$ cat src/design/tsr_defs.vh
/*
  Constants of the temperature sensor register block: pointer codes, configuration
  fields, reset values, bus address and conversion timing.
  Assumes inclusion by tsr_i2c_slave.v and tsr_top.v only.
*/
`ifndef TSR_DEFS_VH
`define TSR_DEFS_VH

// ----------------------------------------------------------------
// register select pointer codes
// ----------------------------------------------------------------
`define TSR_PTR_TEMP 3'h0
`define TSR_PTR_CFG 3'h1
`define TSR_PTR_HYST 3'h2
`define TSR_PTR_OTEMP 3'h3
`define TSR_PTR_TRIG 3'h4

// ----------------------------------------------------------------
// configuration field positions
// ----------------------------------------------------------------
`define TSR_CFG_SHUTDOWN 0
`define TSR_CFG_INT_MODE 1
`define TSR_CFG_POLARITY 2
`define TSR_CFG_FQ_LO 3
`define TSR_CFG_FQ_HI 4
`define TSR_CFG_ONESHOT 5

// ----------------------------------------------------------------
// reset values
// ----------------------------------------------------------------
`define TSR_RST_PTR 8'h00
`define TSR_RST_TEMP 16'h0000
`define TSR_RST_CFG 8'h00
`define TSR_RST_HYST 16'h4b00
`define TSR_RST_OTEMP 16'h5000

// ----------------------------------------------------------------
// serial bus address and timing
// ----------------------------------------------------------------
`define TSR_BUS_ADDR_HI 4'h9
`define TSR_CLK_MHZ 200
`define TSR_CONV_PERIOD_MS 60
`define TSR_CONV_CYCLES (`TSR_CONV_PERIOD_MS * 1000 * `TSR_CLK_MHZ)

`endif

$ cat src/design/tsr_i2c_slave.v
/*
  Two-wire serial slave engine: finds start and stop, matches the 7-bit address,
  acknowledges, hands received bytes to the register block and shifts read bytes out.
  Assumes scl and sda are raw pins; both are sampled by two flip-flops on clk.
*/
`timescale 1ns/100ps
`include "tsr_defs.vh"

module tsr_i2c_slave (
  input wire clk,
  input wire rst,
  input wire scl_in,
  input wire sda_in,
  input wire [2:0] addr_sel,
  input wire [7:0] rd_byte,
  output reg sda_oe_q,
  output reg start_q,
  output reg stop_q,
  output reg wr_stb_q,
  output reg wr_first_q,
  output reg [7:0] wr_byte_q,
  output reg rd_stb_q
);

  localparam S_IDLE = 3'h0;
  localparam S_ADDR = 3'h1;
  localparam S_AACK = 3'h2;
  localparam S_WR = 3'h3;
  localparam S_WACK = 3'h4;
  localparam S_RD = 3'h5;
  localparam S_RACK = 3'h6;

  reg scl_s1_q, scl_s2_q, scl_p_q;
  reg sda_s1_q, sda_s2_q, sda_p_q;
  reg [2:0] adr_s1_q, adr_s2_q;
  reg [2:0] state_q;
  reg [2:0] cnt_q;
  reg done_q;
  reg rw_q;
  reg first_q;
  reg acked_q;
  reg [7:0] shift_q;
  reg [7:0] tx_q;

  wire scl_rise = scl_s2_q & ~scl_p_q;
  wire scl_fall = ~scl_s2_q & scl_p_q;
  wire start_c = scl_s2_q & scl_p_q & sda_p_q & ~sda_s2_q;
  wire stop_c = scl_s2_q & scl_p_q & ~sda_p_q & sda_s2_q;

  // ----------------------------------------------------------------
  // pin synchronisers
  // ----------------------------------------------------------------
  always @(posedge clk) begin
    if (rst) begin
      scl_s1_q <= 1'b1;
      scl_s2_q <= 1'b1;
      scl_p_q <= 1'b1;
      sda_s1_q <= 1'b1;
      sda_s2_q <= 1'b1;
      sda_p_q <= 1'b1;
      adr_s1_q <= 3'h0;
      adr_s2_q <= 3'h0;
    end else begin
      scl_s1_q <= scl_in;
      scl_s2_q <= scl_s1_q;
      scl_p_q <= scl_s2_q;
      sda_s1_q <= sda_in;
      sda_s2_q <= sda_s1_q;
      sda_p_q <= sda_s2_q;
      adr_s1_q <= addr_sel;
      adr_s2_q <= adr_s1_q;
    end
  end

  // ----------------------------------------------------------------
  // protocol engine
  // ----------------------------------------------------------------
  always @(posedge clk) begin
    if (rst) begin
      state_q <= S_IDLE;
      cnt_q <= 3'h0;
      done_q <= 1'b0;
      rw_q <= 1'b0;
      first_q <= 1'b0;
      acked_q <= 1'b0;
      shift_q <= 8'h00;
      tx_q <= 8'h00;
      sda_oe_q <= 1'b0;
      start_q <= 1'b0;
      stop_q <= 1'b0;
      wr_stb_q <= 1'b0;
      wr_first_q <= 1'b0;
      wr_byte_q <= 8'h00;
      rd_stb_q <= 1'b0;
    end else begin
      start_q <= start_c;
      stop_q <= stop_c;
      wr_stb_q <= 1'b0;
      rd_stb_q <= 1'b0;
      if (start_c) begin
        state_q <= S_ADDR;
        cnt_q <= 3'h0;
        done_q <= 1'b0;
        sda_oe_q <= 1'b0;
      end else if (stop_c) begin
        state_q <= S_IDLE;
        sda_oe_q <= 1'b0;
      end else begin
        case (state_q)
          S_ADDR, S_WR: begin
            if (scl_rise) begin
              shift_q <= {shift_q[6:0], sda_s2_q};
              cnt_q <= cnt_q + 3'h1;
              done_q <= (cnt_q == 3'h7);
            end else if (scl_fall && done_q) begin
              done_q <= 1'b0;
              if (state_q == S_ADDR) begin
                if (shift_q[7:1] == {`TSR_BUS_ADDR_HI, adr_s2_q}) begin
                  rw_q <= shift_q[0];
                  first_q <= 1'b1;
                  sda_oe_q <= 1'b1;
                  state_q <= S_AACK;
                end else begin
                  state_q <= S_IDLE;
                end
              end else begin
                // the first byte of a write goes to the pointer
                wr_stb_q <= 1'b1;
                wr_first_q <= first_q;
                wr_byte_q <= shift_q;
                first_q <= 1'b0;
                sda_oe_q <= 1'b1;
                state_q <= S_WACK;
              end
            end
          end
          S_AACK, S_WACK: begin
            if (scl_fall) begin
              cnt_q <= 3'h0;
              if (state_q == S_AACK && rw_q) begin
                tx_q <= rd_byte;
                rd_stb_q <= 1'b1;
                sda_oe_q <= ~rd_byte[7];
                state_q <= S_RD;
              end else begin
                sda_oe_q <= 1'b0;
                state_q <= S_WR;
              end
            end
          end
          S_RD: begin
            if (scl_rise) begin
              cnt_q <= cnt_q + 3'h1;
              done_q <= (cnt_q == 3'h7);
            end else if (scl_fall) begin
              if (done_q) begin
                done_q <= 1'b0;
                sda_oe_q <= 1'b0;
                acked_q <= 1'b0;
                state_q <= S_RACK;
              end else begin
                tx_q <= {tx_q[6:0], 1'b0};
                sda_oe_q <= ~tx_q[6];
              end
            end
          end
          S_RACK: begin
            if (scl_rise) begin
              acked_q <= ~sda_s2_q;
              if (sda_s2_q) begin
                state_q <= S_IDLE;
              end
            end else if (scl_fall && acked_q) begin
              cnt_q <= 3'h0;
              tx_q <= rd_byte;
              rd_stb_q <= 1'b1;
              sda_oe_q <= ~rd_byte[7];
              state_q <= S_RD;
            end
          end
          default: begin
            state_q <= S_IDLE;
          end
        endcase
      end
    end
  end

endmodule // tsr_i2c_slave

$ cat src/design/tsr_top.v
/*
  Register set and control of a digital temperature sensor behind a two-wire bus:
  pointer, temperature, limits, configuration, one-shot, fault queue and alert pin.
  Assumes an external converter on CLK_SYS that answers CONV_START with CONV_DONE.
*/
`timescale 1ns/100ps
`include "tsr_defs.vh"

module tsr_top #(
  parameter [31:0] CONV_CYCLES = `TSR_CONV_CYCLES
) (
  input wire CLK_SYS,
  input wire SYS_RST,
  input wire SCL_IN,
  input wire SDA_IN,
  output reg SDA_OUT,
  output reg SDA_OE,
  input wire [2:0] ADDR_SEL,
  output reg ALERT_OUT,
  output reg ALERT_OE,
  output reg CONV_START,
  input wire CONV_DONE,
  input wire [11:0] CONV_CODE,
  output reg SENSOR_PWR_EN
);

  function [2:0] faults_needed;
    input [1:0] sel;
    begin
      case (sel)
        2'h0: faults_needed = 3'h1;
        2'h1: faults_needed = 3'h2;
        2'h2: faults_needed = 3'h4;
        default: faults_needed = 3'h6;
      endcase
    end
  endfunction

  // pick the byte of a 16-bit register that the read index points at
  function [7:0] pick_byte;
    input [15:0] val;
    input idx;
    begin
      if (idx) begin
        pick_byte = val[7:0];
      end else begin
        pick_byte = val[15:8];
      end
    end
  endfunction

  // signed compare shared by the fault and the hysteresis tests
  function at_or_above;
    input [15:0] a;
    input [15:0] b;
    begin
      at_or_above = $signed(a) >= $signed(b);
    end
  endfunction

  wire sda_oe_c;
  wire start_p, stop_p, wr_stb, wr_first, rd_stb;
  wire [7:0] wr_byte;
  reg [7:0] rd_byte;

  reg [7:0] ptr_q;
  reg [15:0] temp_q;
  reg [7:0] cfg_q;
  reg [15:0] hyst_q;
  reg [15:0] otemp_q;
  reg [7:0] msb_hold_q;
  reg wr_idx_q;
  reg rd_idx_q;
  reg [31:0] period_q;
  reg busy_q;
  reg trig_pend_q;
  reg [2:0] fault_cnt_q;
  reg alert_q;
  reg below_q;
  reg read_seen_q;

  wire shutdown = cfg_q[`TSR_CFG_SHUTDOWN];
  wire oneshot = cfg_q[`TSR_CFG_ONESHOT];
  wire int_mode = cfg_q[`TSR_CFG_INT_MODE];
  wire polarity = cfg_q[`TSR_CFG_POLARITY];
  wire [2:0] needed = faults_needed(cfg_q[`TSR_CFG_FQ_HI:`TSR_CFG_FQ_LO]);
  wire normal_run = ~shutdown & ~oneshot;
  wire [15:0] new_temp = {CONV_CODE, 4'h0};
  wire is_fault = at_or_above(new_temp, otemp_q);
  wire is_below = ~at_or_above(new_temp, hyst_q);
  reg [2:0] fault_next;
  wire data_wr = wr_stb & ~wr_first;
  wire trig_wr = (wr_stb & wr_first & (wr_byte[2:0] == `TSR_PTR_TRIG))
               | (data_wr & (ptr_q[2:0] == `TSR_PTR_TRIG));

  // ----------------------------------------------------------------
  // fault counter next value
  // ----------------------------------------------------------------
  always @* begin
    if (!is_fault) begin
      fault_next = 3'h0;
    // saturates at six so a long fault run never wraps to zero
    end else if (fault_cnt_q == 3'h6) begin
      fault_next = 3'h6;
    end else begin
      fault_next = fault_cnt_q + 3'h1;
    end
  end

  // ----------------------------------------------------------------
  // serial slave
  // ----------------------------------------------------------------
  tsr_i2c_slave u_slave (
    .clk(CLK_SYS),
    .rst(SYS_RST),
    .scl_in(SCL_IN),
    .sda_in(SDA_IN),
    .addr_sel(ADDR_SEL),
    .rd_byte(rd_byte),
    .sda_oe_q(sda_oe_c),
    .start_q(start_p),
    .stop_q(stop_p),
    .wr_stb_q(wr_stb),
    .wr_first_q(wr_first),
    .wr_byte_q(wr_byte),
    .rd_stb_q(rd_stb)
  );

  // ----------------------------------------------------------------
  // read data mux
  // ----------------------------------------------------------------
  always @* begin
    case (ptr_q[2:0])
      `TSR_PTR_TEMP: rd_byte = pick_byte(temp_q, rd_idx_q);
      `TSR_PTR_CFG: rd_byte = cfg_q;
      `TSR_PTR_HYST: rd_byte = pick_byte(hyst_q, rd_idx_q);
      `TSR_PTR_OTEMP: rd_byte = pick_byte(otemp_q, rd_idx_q);
      default: rd_byte = 8'h00;
    endcase
  end

  // ----------------------------------------------------------------
  // register writes
  // ----------------------------------------------------------------
  always @(posedge CLK_SYS) begin
    if (SYS_RST) begin
      ptr_q <= `TSR_RST_PTR;
      cfg_q <= `TSR_RST_CFG;
      hyst_q <= `TSR_RST_HYST;
      otemp_q <= `TSR_RST_OTEMP;
      msb_hold_q <= 8'h00;
      wr_idx_q <= 1'b0;
      rd_idx_q <= 1'b0;
    end else begin
      if (start_p) begin
        wr_idx_q <= 1'b0;
        rd_idx_q <= 1'b0;
      end else if (rd_stb) begin
        rd_idx_q <= ~rd_idx_q;
      end
      if (wr_stb && wr_first) begin
        ptr_q <= wr_byte;
        wr_idx_q <= 1'b0;
      end else if (data_wr) begin
        case (ptr_q[2:0])
          `TSR_PTR_CFG: cfg_q <= wr_byte;
          `TSR_PTR_HYST, `TSR_PTR_OTEMP: begin
            wr_idx_q <= ~wr_idx_q;
            if (!wr_idx_q) begin
              msb_hold_q <= wr_byte;
            end else if (ptr_q[2:0] == `TSR_PTR_HYST) begin
              hyst_q <= {msb_hold_q, wr_byte};
            end else begin
              otemp_q <= {msb_hold_q, wr_byte};
            end
          end
          default: begin
            // temperature is read-only and the trigger stores nothing
            wr_idx_q <= wr_idx_q;
          end
        endcase
      end
    end
  end

  // ----------------------------------------------------------------
  // conversion scheduling
  // ----------------------------------------------------------------
  always @(posedge CLK_SYS) begin
    if (SYS_RST) begin
      period_q <= 32'h0;
      busy_q <= 1'b0;
      trig_pend_q <= 1'b0;
      CONV_START <= 1'b0;
      SENSOR_PWR_EN <= 1'b0;
      temp_q <= `TSR_RST_TEMP;
    end else begin
      CONV_START <= 1'b0;
      if (trig_wr && oneshot && !shutdown) begin
        trig_pend_q <= 1'b1;
      end else if (!oneshot || shutdown) begin
        trig_pend_q <= 1'b0;
      end
      if (!normal_run) begin
        period_q <= 32'h0;
      end else if (period_q >= CONV_CYCLES - 32'h1) begin
        period_q <= 32'h0;
      end else begin
        period_q <= period_q + 32'h1;
      end
      if (!busy_q && !CONV_START) begin
        if (normal_run && period_q == 32'h0) begin
          CONV_START <= 1'b1;
          busy_q <= 1'b1;
        end else if (trig_pend_q) begin
          CONV_START <= 1'b1;
          busy_q <= 1'b1;
          trig_pend_q <= 1'b0;
        end
      end
      if (busy_q && CONV_DONE) begin
        busy_q <= 1'b0;
        temp_q <= new_temp;
      end
      SENSOR_PWR_EN <= normal_run | busy_q | CONV_START | trig_pend_q;
    end
  end

  // ----------------------------------------------------------------
  // fault queue and alert
  // ----------------------------------------------------------------
  always @(posedge CLK_SYS) begin
    if (SYS_RST) begin
      fault_cnt_q <= 3'h0;
      alert_q <= 1'b0;
      below_q <= 1'b0;
      read_seen_q <= 1'b0;
    end else begin
      if (busy_q && CONV_DONE) begin
        fault_cnt_q <= fault_next;
        below_q <= is_below;
        if (fault_next >= needed) begin
          alert_q <= 1'b1;
          // a read in the same cycle as a repeated fault still counts
          read_seen_q <= alert_q & int_mode & rd_stb;
        end else if (is_below && (!int_mode || read_seen_q || rd_stb)) begin
          alert_q <= 1'b0;
          read_seen_q <= 1'b0;
        end
      end else if (alert_q && int_mode && rd_stb) begin
        if (below_q) begin
          alert_q <= 1'b0;
        end else begin
          read_seen_q <= 1'b1;
        end
      end else if (alert_q && !int_mode && below_q) begin
        alert_q <= 1'b0;
      end
    end
  end

  // ----------------------------------------------------------------
  // open-drain pins
  // ----------------------------------------------------------------
  always @(posedge CLK_SYS) begin
    if (SYS_RST) begin
      SDA_OUT <= 1'b0;
      SDA_OE <= 1'b0;
      ALERT_OUT <= 1'b0;
      ALERT_OE <= 1'b0;
    end else begin
      SDA_OUT <= 1'b0;
      SDA_OE <= sda_oe_c;
      ALERT_OUT <= 1'b0;
      // active-low pulls when asserted; active-high pulls when idle
      if (polarity) begin
        ALERT_OE <= ~alert_q;
      end else begin
        ALERT_OE <= alert_q;
      end
    end
  end

endmodule // tsr_top

$ cat config.mk
export PLATFORM = sky130hd
export DESIGN_NAME = tsr_top
export DESIGN_NICKNAME = d
export VERILOG_FILES = /design/src/design/tsr_i2c_slave.v /design/src/design/tsr_top.v
export VERILOG_INCLUDE_DIRS = /design/src /design/src/design
export SDC_FILE = /design/constraint.sdc
export NUM_CORES = 1
export LEC_CHECK = 0
export CORE_UTILIZATION = 60
export DETAILED_ROUTE_END_ITERATION = 12
export DONT_BUFFER_PORTS = 1
export PLACE_DENSITY = 0.76
export RECOVER_POWER = 50
export SYNTH_ARGS = -nofsm -noshare
export SYNTH_HDL_FRONTEND = slang
export SYNTH_SLANG_ARGS = --single-unit
$ cat constraint.sdc
create_clock -name CLK_SYS -period 3.9 [get_ports CLK_SYS]
set_clock_uncertainty 0.15 [all_clocks]
set_input_delay 0.78 -clock CLK_SYS [delete_from_list [all_inputs] [get_ports CLK_SYS]]
set_output_delay 0.78 -clock CLK_SYS [all_outputs]
set_load 0.005 [all_outputs]
Word-level counts from Yosys, hierarchy flattened
Index checks and enable logic that the tools add are counted.
- bits in registers: 159
- bits of input ports: 20
- output and inout bits: 6
- word-level logic and storage cells: 286
- $add $sub $neg: 3
- $lt $le $gt $ge: 4
- equality and inequality tests: 46
- mux-type cells: 87
- bitwise gates (word level): 41
- reductions and logical operators: 63
- operators with widths (kind ; count):
    3-bit 2-to-1 mux ; 17
    1-bit 2-to-1 mux ; 49
    7-bit 2-to-1 mux ; 7
    32-bit by 1-bit adder with 32-bit output (second input constant) ; 1
    16-bit >= comparator ; 2
    32-bit by 24-bit >= comparator with 1-bit output (second input constant) ; 1
    32-bit logical NOT ; 1
    8-bit case mux with 4 select lines ; 1
    8-bit 2-to-1 mux ; 3
    1-bit inverter ; 23
    3-bit == test (second input constant) ; 7
    7-bit case mux with 3 select lines ; 1
    2-bit by 1-bit inequality test with 1-bit output (second input constant) ; 9
    3-bit case mux with 3 select lines ; 2
    6-bit AND reduction ; 3
    4-bit by 1-bit inequality test with 1-bit output (second input constant) ; 4
    8-bit AND reduction ; 2
    2-bit OR reduction ; 8
    3-bit by 1-bit inequality test with 1-bit output (second input constant) ; 5
    1-bit AND ; 14
    1-bit logical AND ; 14
    7-bit AND reduction ; 2
    3-bit by 2-bit == test with 1-bit output (second input constant) ; 4
    3-bit case mux with 4 select lines ; 1
    31 further kinds ; 63

Depth between registers and ports, before layout
- depth after elaboration: 10
- mapped depth: 13
- gate-level depth less buffers: 13

Cells and area by module
Synthesis repeated with hierarchy kept, for this count alone.
- cell total of the unflattened synthesis: 922
- area, all modules: 7771.2 µm²
- by module, submodules not included (module ; instances ; cells each ; area each (µm²) ; seq. area each (µm²)):
    tsr_top ; 1 ; 672 ; 5373.9 ; 2182.1
    tsr_i2c_slave ; 1 ; 250 ; 2397.3 ; 1021.0

Worst setup path before layout
No wires, ideal clock.
- path type: input port to flip-flop
- start point: in CONV_CODE[3]
- end point: reg alert_q
- library setup time: 0.129 ns
- arrival time: 3.161 ns
- required time: 3.621 ns
- path slack: 0.460 ns
- cell stages on the path: 12
- buffers on the path: 0
- cell sequence: ha_1 and4b_1 a221oi_1 a21oi_1 a211oi_2 a211o_1 ha_1 nand2b_1 a211oi_1 o22ai_1 a211oi_1 nor3_1
- word-level cells in the longest chain between the ends: 5
- elaborated cells between the ends (all ways): 10
- classes of those cells: order compare: 3; eq/ne: 1; mux: 3; bitwise: 1; reduce/logical: 2
- RTL lines (element ; line ; text):
    from (decl) ; tsr_top.v:23 ; input wire [11:0] CONV_CODE,
    16-bit >= comparator ; tsr_top.v:57 ; at_or_above = $signed(a) >= $signed(b);
    3-bit 2-to-1 mux or 1-bit inverter (tied branches) ; tsr_top.v:100, tsr_top.v:90 ;
    3-bit >= comparator or 1-bit logical AND (tied branches) ; tsr_top.v:242, tsr_top.v:246 ;
    3-bit by 1-bit inequality test with 1-bit output (no line) or 1-bit 2-to-1 mux (tied branches) ; -- ;
    3-bit AND reduction (no line) or 1-bit 2-to-1 mux (tied branches) ; -- ;
    to (signal assigned) ; tsr_top.v:243 ; alert_q <= 1'b1;
    to (signal assigned) ; tsr_top.v:247 ; alert_q <= 1'b0;
    to (signal assigned) ; tsr_top.v:252 ; alert_q <= 1'b0;
    to (decl) ; tsr_top.v:78 ; reg alert_q;
Parallel ways exist; a longest one is shown, timed or not.
A chain may end at the register's enable or synchronous reset.

Worst setup path after layout
- start point: reg otemp_q[7]
- end point: reg alert_q
- word-level cells in the longest chain between the ends: 5
- elaborated cells between the ends (all ways): 7
- classes of those cells: order compare: 2; eq/ne: 1; mux: 3; reduce/logical: 1
- RTL lines (element ; line ; text):
    from (decl) ; tsr_top.v:70 ; reg [15:0] otemp_q;
    from (signal assigned) ; tsr_top.v:150 ; otemp_q <= `TSR_RST_OTEMP;
    from (signal assigned) ; tsr_top.v:174 ; otemp_q <= {msb_hold_q, wr_byte};
    16-bit >= comparator (*) ; tsr_top.v:57 ;
    3-bit 2-to-1 mux (*) ; tsr_top.v:100 ; if (!is_fault) begin
    named net fault_next[1] ; tsr_top.v:91 ; reg [2:0] fault_next;
    3-bit >= comparator (*) ; tsr_top.v:242 ; if (fault_next >= needed) begin
    3-bit by 1-bit inequality test with 1-bit output (no line) or 1-bit 2-to-1 mux (tied branches) ; -- ;
    3-bit AND reduction (no line) or 1-bit 2-to-1 mux (tied branches) ; -- ;
Mark *: on every way through the listed nets, which the timed path passes. The rest lies on a longest branch.

==> results.rst <==
.. list-table::
   :header-rows: 1

   * - Metric
     - Value
   * - Status
     - completed
   * - H-tree level count
     - 4
   * - Post-route standard cell area excluding fillers
     - just over 0.008 mm2
   * - Post-route DRC
     - 0
   * - Maximum root-to-sink buffer count
     - 2
   * - Setup TNS
     - 0 ns
   * - Cell family with the largest share of critical-path delay
     - compound AO/OA/AOI/OAI gates
   * - Number of global-route vias before repair
     - 6200
   * - Floorplan die area
     - 0.0132 mm2
   * - Arrival time of data at the critical path endpoint
     - 3.60 ns
   * - Number of enable flip-flop cells after synthesis
     - 0
   * - Worst hold slack across all endpoints
     - approximately 0.26 ns
   * - Average routed wire per standard cell
     - 17.0 um
   * - Average instance area after synthesis
     - 8.34 um2
   * - GRT Total Usage
     - 29.9%
   * - Setup repair after global routing missed its margin
     - false
   * - Number of register bits inferred by synthesis
     - 159
   * - Most common library cell in the layout ignoring fill and taps
     - sky130_fd_sc_hd__dfxtp_1
   * - Total of hold buffers inserted after clock tree synthesis
     - 0
   * - Worst skew pair latency
     - between 0.4 and 0.5 ns
   * - Clock slew seen by the registers of the worst setup and hold paths
     - 0.07 ns
   * - Num Clock Sinks
     - 159
   * - Final worst-path cycle share
     - 88.2%
   * - Measured slew at the worst slew-check pin
     - 1.06 ns
   * - Worst Path Buf+Inv
     - 2
   * - Min-delay worst type
     - register to register
   * - Vertical extent of the die
     - 115 um
   * - Achievable frequency
     - 291 MHz
   * - Clock root buffer master
     - sky130_fd_sc_hd__clkbuf_16
   * - Worst Setup End Kind
     - register
   * - Crit-path slowest cell
     - sky130_fd_sc_hd__dfxtp_1
   * - Setup fix buffers added after clock tree synthesis
     - 0
   * - IO buf count
     - 0
   * - Seq/Total Area, Yosys
     - about two fifths
   * - Net count of the finished layout
     - 952
   * - Commonest cells after routing, fill and taps aside
     - sky130_fd_sc_hd__dfxtp_1 (159), sky130_fd_sc_hd__nand2_1 (155), sky130_fd_sc_hd__nor2_1 (85)
   * - Initial Utilization
     - between 60% and 70%
   * - Cell count after synthesis
     - 920
   * - Critical path fanouts, max
     - 5
   * - Netlist area before placement
     - 0.00767 mm2
   * - CORE AREA
     - 0.0122 mm2
   * - FFs w/ async S/R, synth
     - 0%
   * - Count of vias placed by the detailed router
     - 6458
   * - Cell chain of the critical path
     - inv_1 > ha_1 > and4b_1 > a221oi_1 > a21oi_1 > a211oi_1 > clkbuf_1 > nor2_1 > ha_1 > a211oi_1 > o22ai_1 > a211oi_1 > nor3_1
   * - Pin count of the biggest net entering global routing
     - ~130
   * - Placed wire-length estimate after detailed placement
     - 12800 um
   * - Horizontal extent of the die
     - 115 um
   * - Warning count from the yosys run
     - 0
   * - PostCTS Resize Cnt
     - 0
   * - Fillers
     - 1037
   * - Required time at the worst-slack endpoint
     - approximately 4.1 ns
   * - Total count of hold-check failures in the final report
     - 0
   * - Critical setup path kind
     - register to register
   * - Worst voltage drop across the vdd grid
     - about 0.00030 V
   * - TritonCTS buffer count
     - 17
   * - Gp weighted congestion
     - ~0.9
   * - Most used flip-flop cell after synthesis
     - sky130_fd_sc_hd__dfxtp_1
   * - Remaining antenna violation count after routing
     - 0
   * - Area post-placement
     - 0.00769 mm2
   * - Fin. max-slew vios
     - 0
   * - CTS tree
     - built
   * - Yosys cell types
     - 74
   * - Crit path launch type
     - register
   * - Reported max-cap violation count
     - 0
   * - Global-route wire length before repair
     - a little over 30000 um
   * - Router iterations before antenna repair
     - 5
   * - Max transition margin
     - 29.2%
   * - Maximum single-stage delay on the critical path
     - 0.36 ns
   * - Initial drt markers
     - about 430
   * - Final wirelength
     - 18400 um
   * - Placement row count
     - 40
   * - Leakage power summed over all cells
     - 2.90 nW
   * - Count of pins on the block boundary
     - 26
   * - Final setup viols
     - 0
   * - Areal power density over the cells
     - 408 mW/mm2
   * - Most frequent CP cell
     - sky130_fd_sc_hd__a211oi_1
   * - Post-route minimum period
     - 3.44 ns
   * - Drt via density
     - 5.98
   * - Signed area change from the synthesized netlist to the final layout
     - 7.50%
   * - N_diodes
     - 0
   * - Remaining global-route overflow
     - 0
   * - Initial antenna violation count
     - 0
   * - Layout cell share with drive strength beyond 1
     - under 10%
==> worst paths after layout <==
check / startpoint / end / slack [ns] / cells past startpoint
hold / removal: u_slave.scl_s1_q / u_slave.scl_s2_q / 0.26 / 1
setup / recovery: otemp_q[7] / alert_q / 0.46 / 13
setup reg to reg: otemp_q[7] / alert_q / 0.46 / 13
hold reg to reg: u_slave.scl_s1_q / u_slave.scl_s2_q / 0.26 / 1
==> synth_stat cells (8+ instances only) <==
master                     number  area, um2
sky130_fd_sc_hd__a211oi_1      13       97.6
sky130_fd_sc_hd__nor3_1        14       70.1
sky130_fd_sc_hd__inv_1         39        146
sky130_fd_sc_hd__mux2i_1       29        290
sky130_fd_sc_hd__buf_2         19       95.1
sky130_fd_sc_hd__clkbuf_1      22       82.6
sky130_fd_sc_hd__nor2_1        84        315
sky130_fd_sc_hd__nand4_1       11       68.8
sky130_fd_sc_hd__a21oi_1       84        420
sky130_fd_sc_hd__xor2_1        21        184
sky130_fd_sc_hd__a21o_1         8       60.1
sky130_fd_sc_hd__dfxtp_1      159       3180
sky130_fd_sc_hd__nand3b_1      11       82.6
sky130_fd_sc_hd__and3_1        13       81.3
sky130_fd_sc_hd__nor2b_1       20        125
sky130_fd_sc_hd__ha_1          33        413
sky130_fd_sc_hd__nand3_1       36        180
sky130_fd_sc_hd__nand2b_1      14       87.6
sky130_fd_sc_hd__o21ai_0       15       75.1
sky130_fd_sc_hd__nand2_1      155        582
==> per-stage QoR <==
| stage | util [%] | std cells | worst slack, ns | power (mW) |
|---|---|---|---|---|
| floorplan | - | 929 | 0.460 | 1.75 |
| global placement | 63.0 | 1048 | 0.323 | 1.74 |
| detailed placement | 63.0 | 1048 | 0.226 | 1.75 |
| CTS | 67.8 | 1080 | 0.576 | 3.39 |
| global route | 67.5 | 1080 | 0.219 | 3.48 |
| finish | 67.5 | 1080 | 0.462 | 3.37 |
==> registers in the layout, summed over array words and instances, names as in the netlist, 7 cells and up <==
signal / flops
otemp_q: 16
period_q: 32
u_slave.wr_byte_q: 8
hyst_q: 16
msb_hold_q: 8
temp_q: 12
u_slave.shift_q: 8
u_slave.tx_q: 7
cfg_q: 8
==> power by group <==
part / internal [mW] / total, mW / switching (mW) / leakage [nW]
clock network: 0.909 / 1.65 / 0.746 / 0.285
logic: 0.0331 / 0.0702 / 0.0372 / 1.32
registers: 1.63 / 1.64 / 0.00798 / 1.29
total: 2.58 / 3.37 / 0.791 / 2.90
==> worst reg2reg max path, cell delays in order, from the launching register on <==
cell and delay [ns]:
sky130_fd_sc_hd__dfxtp_1 0.36, sky130_fd_sc_hd__inv_1 0.06, sky130_fd_sc_hd__ha_1 0.30, sky130_fd_sc_hd__and4b_1 0.19, sky130_fd_sc_hd__a221oi_1 0.33, sky130_fd_sc_hd__a21oi_1 0.15
sky130_fd_sc_hd__a211oi_1 0.36, sky130_fd_sc_hd__clkbuf_1 0.26, sky130_fd_sc_hd__nor2_1 0.07, sky130_fd_sc_hd__ha_1 0.29, sky130_fd_sc_hd__a211oi_1 0.28, sky130_fd_sc_hd__o22ai_1 0.14
sky130_fd_sc_hd__a211oi_1 0.31, sky130_fd_sc_hd__nor3_1 0.08
==> final cells by class <==
type | count | area (um2) | area share (%)
multi-input combinational | 677 | 4090 | 49.6
sequential | 159 | 3180 | 38.6
clock buffer | 17 | 425 | 5.16
tap | 168 | 210 | 2.55
clock inverter | 15 | 166 | 2.02
inverter | 40 | 150 | 1.82
timing repair buffer | 4 | 22.5 | 0.273
==> cell families after synthesis <==
family                   synth area share (%)
AO/OA/AOI/OAI                            14.6
multiplexers                             4.96
XOR/XNOR                                 3.20
adder cells (fa/ha/maj)                  5.38
flip-flops                               41.5
AND/OR/NAND/NOR                          25.0
buffers and inverters                    5.30
other                                  0.0489
==> per-layer routing <==
layer	track usage, %	vias to the layer above	wire length (um)
met4	17.0	0	801
met2	49.6	225	8700
met1	35.4	3034	7730
met3	7.22	58	1170
met5	0	-	0
li1	-	3141	-
Note: power is estimated with default switching activity, not from simulation.
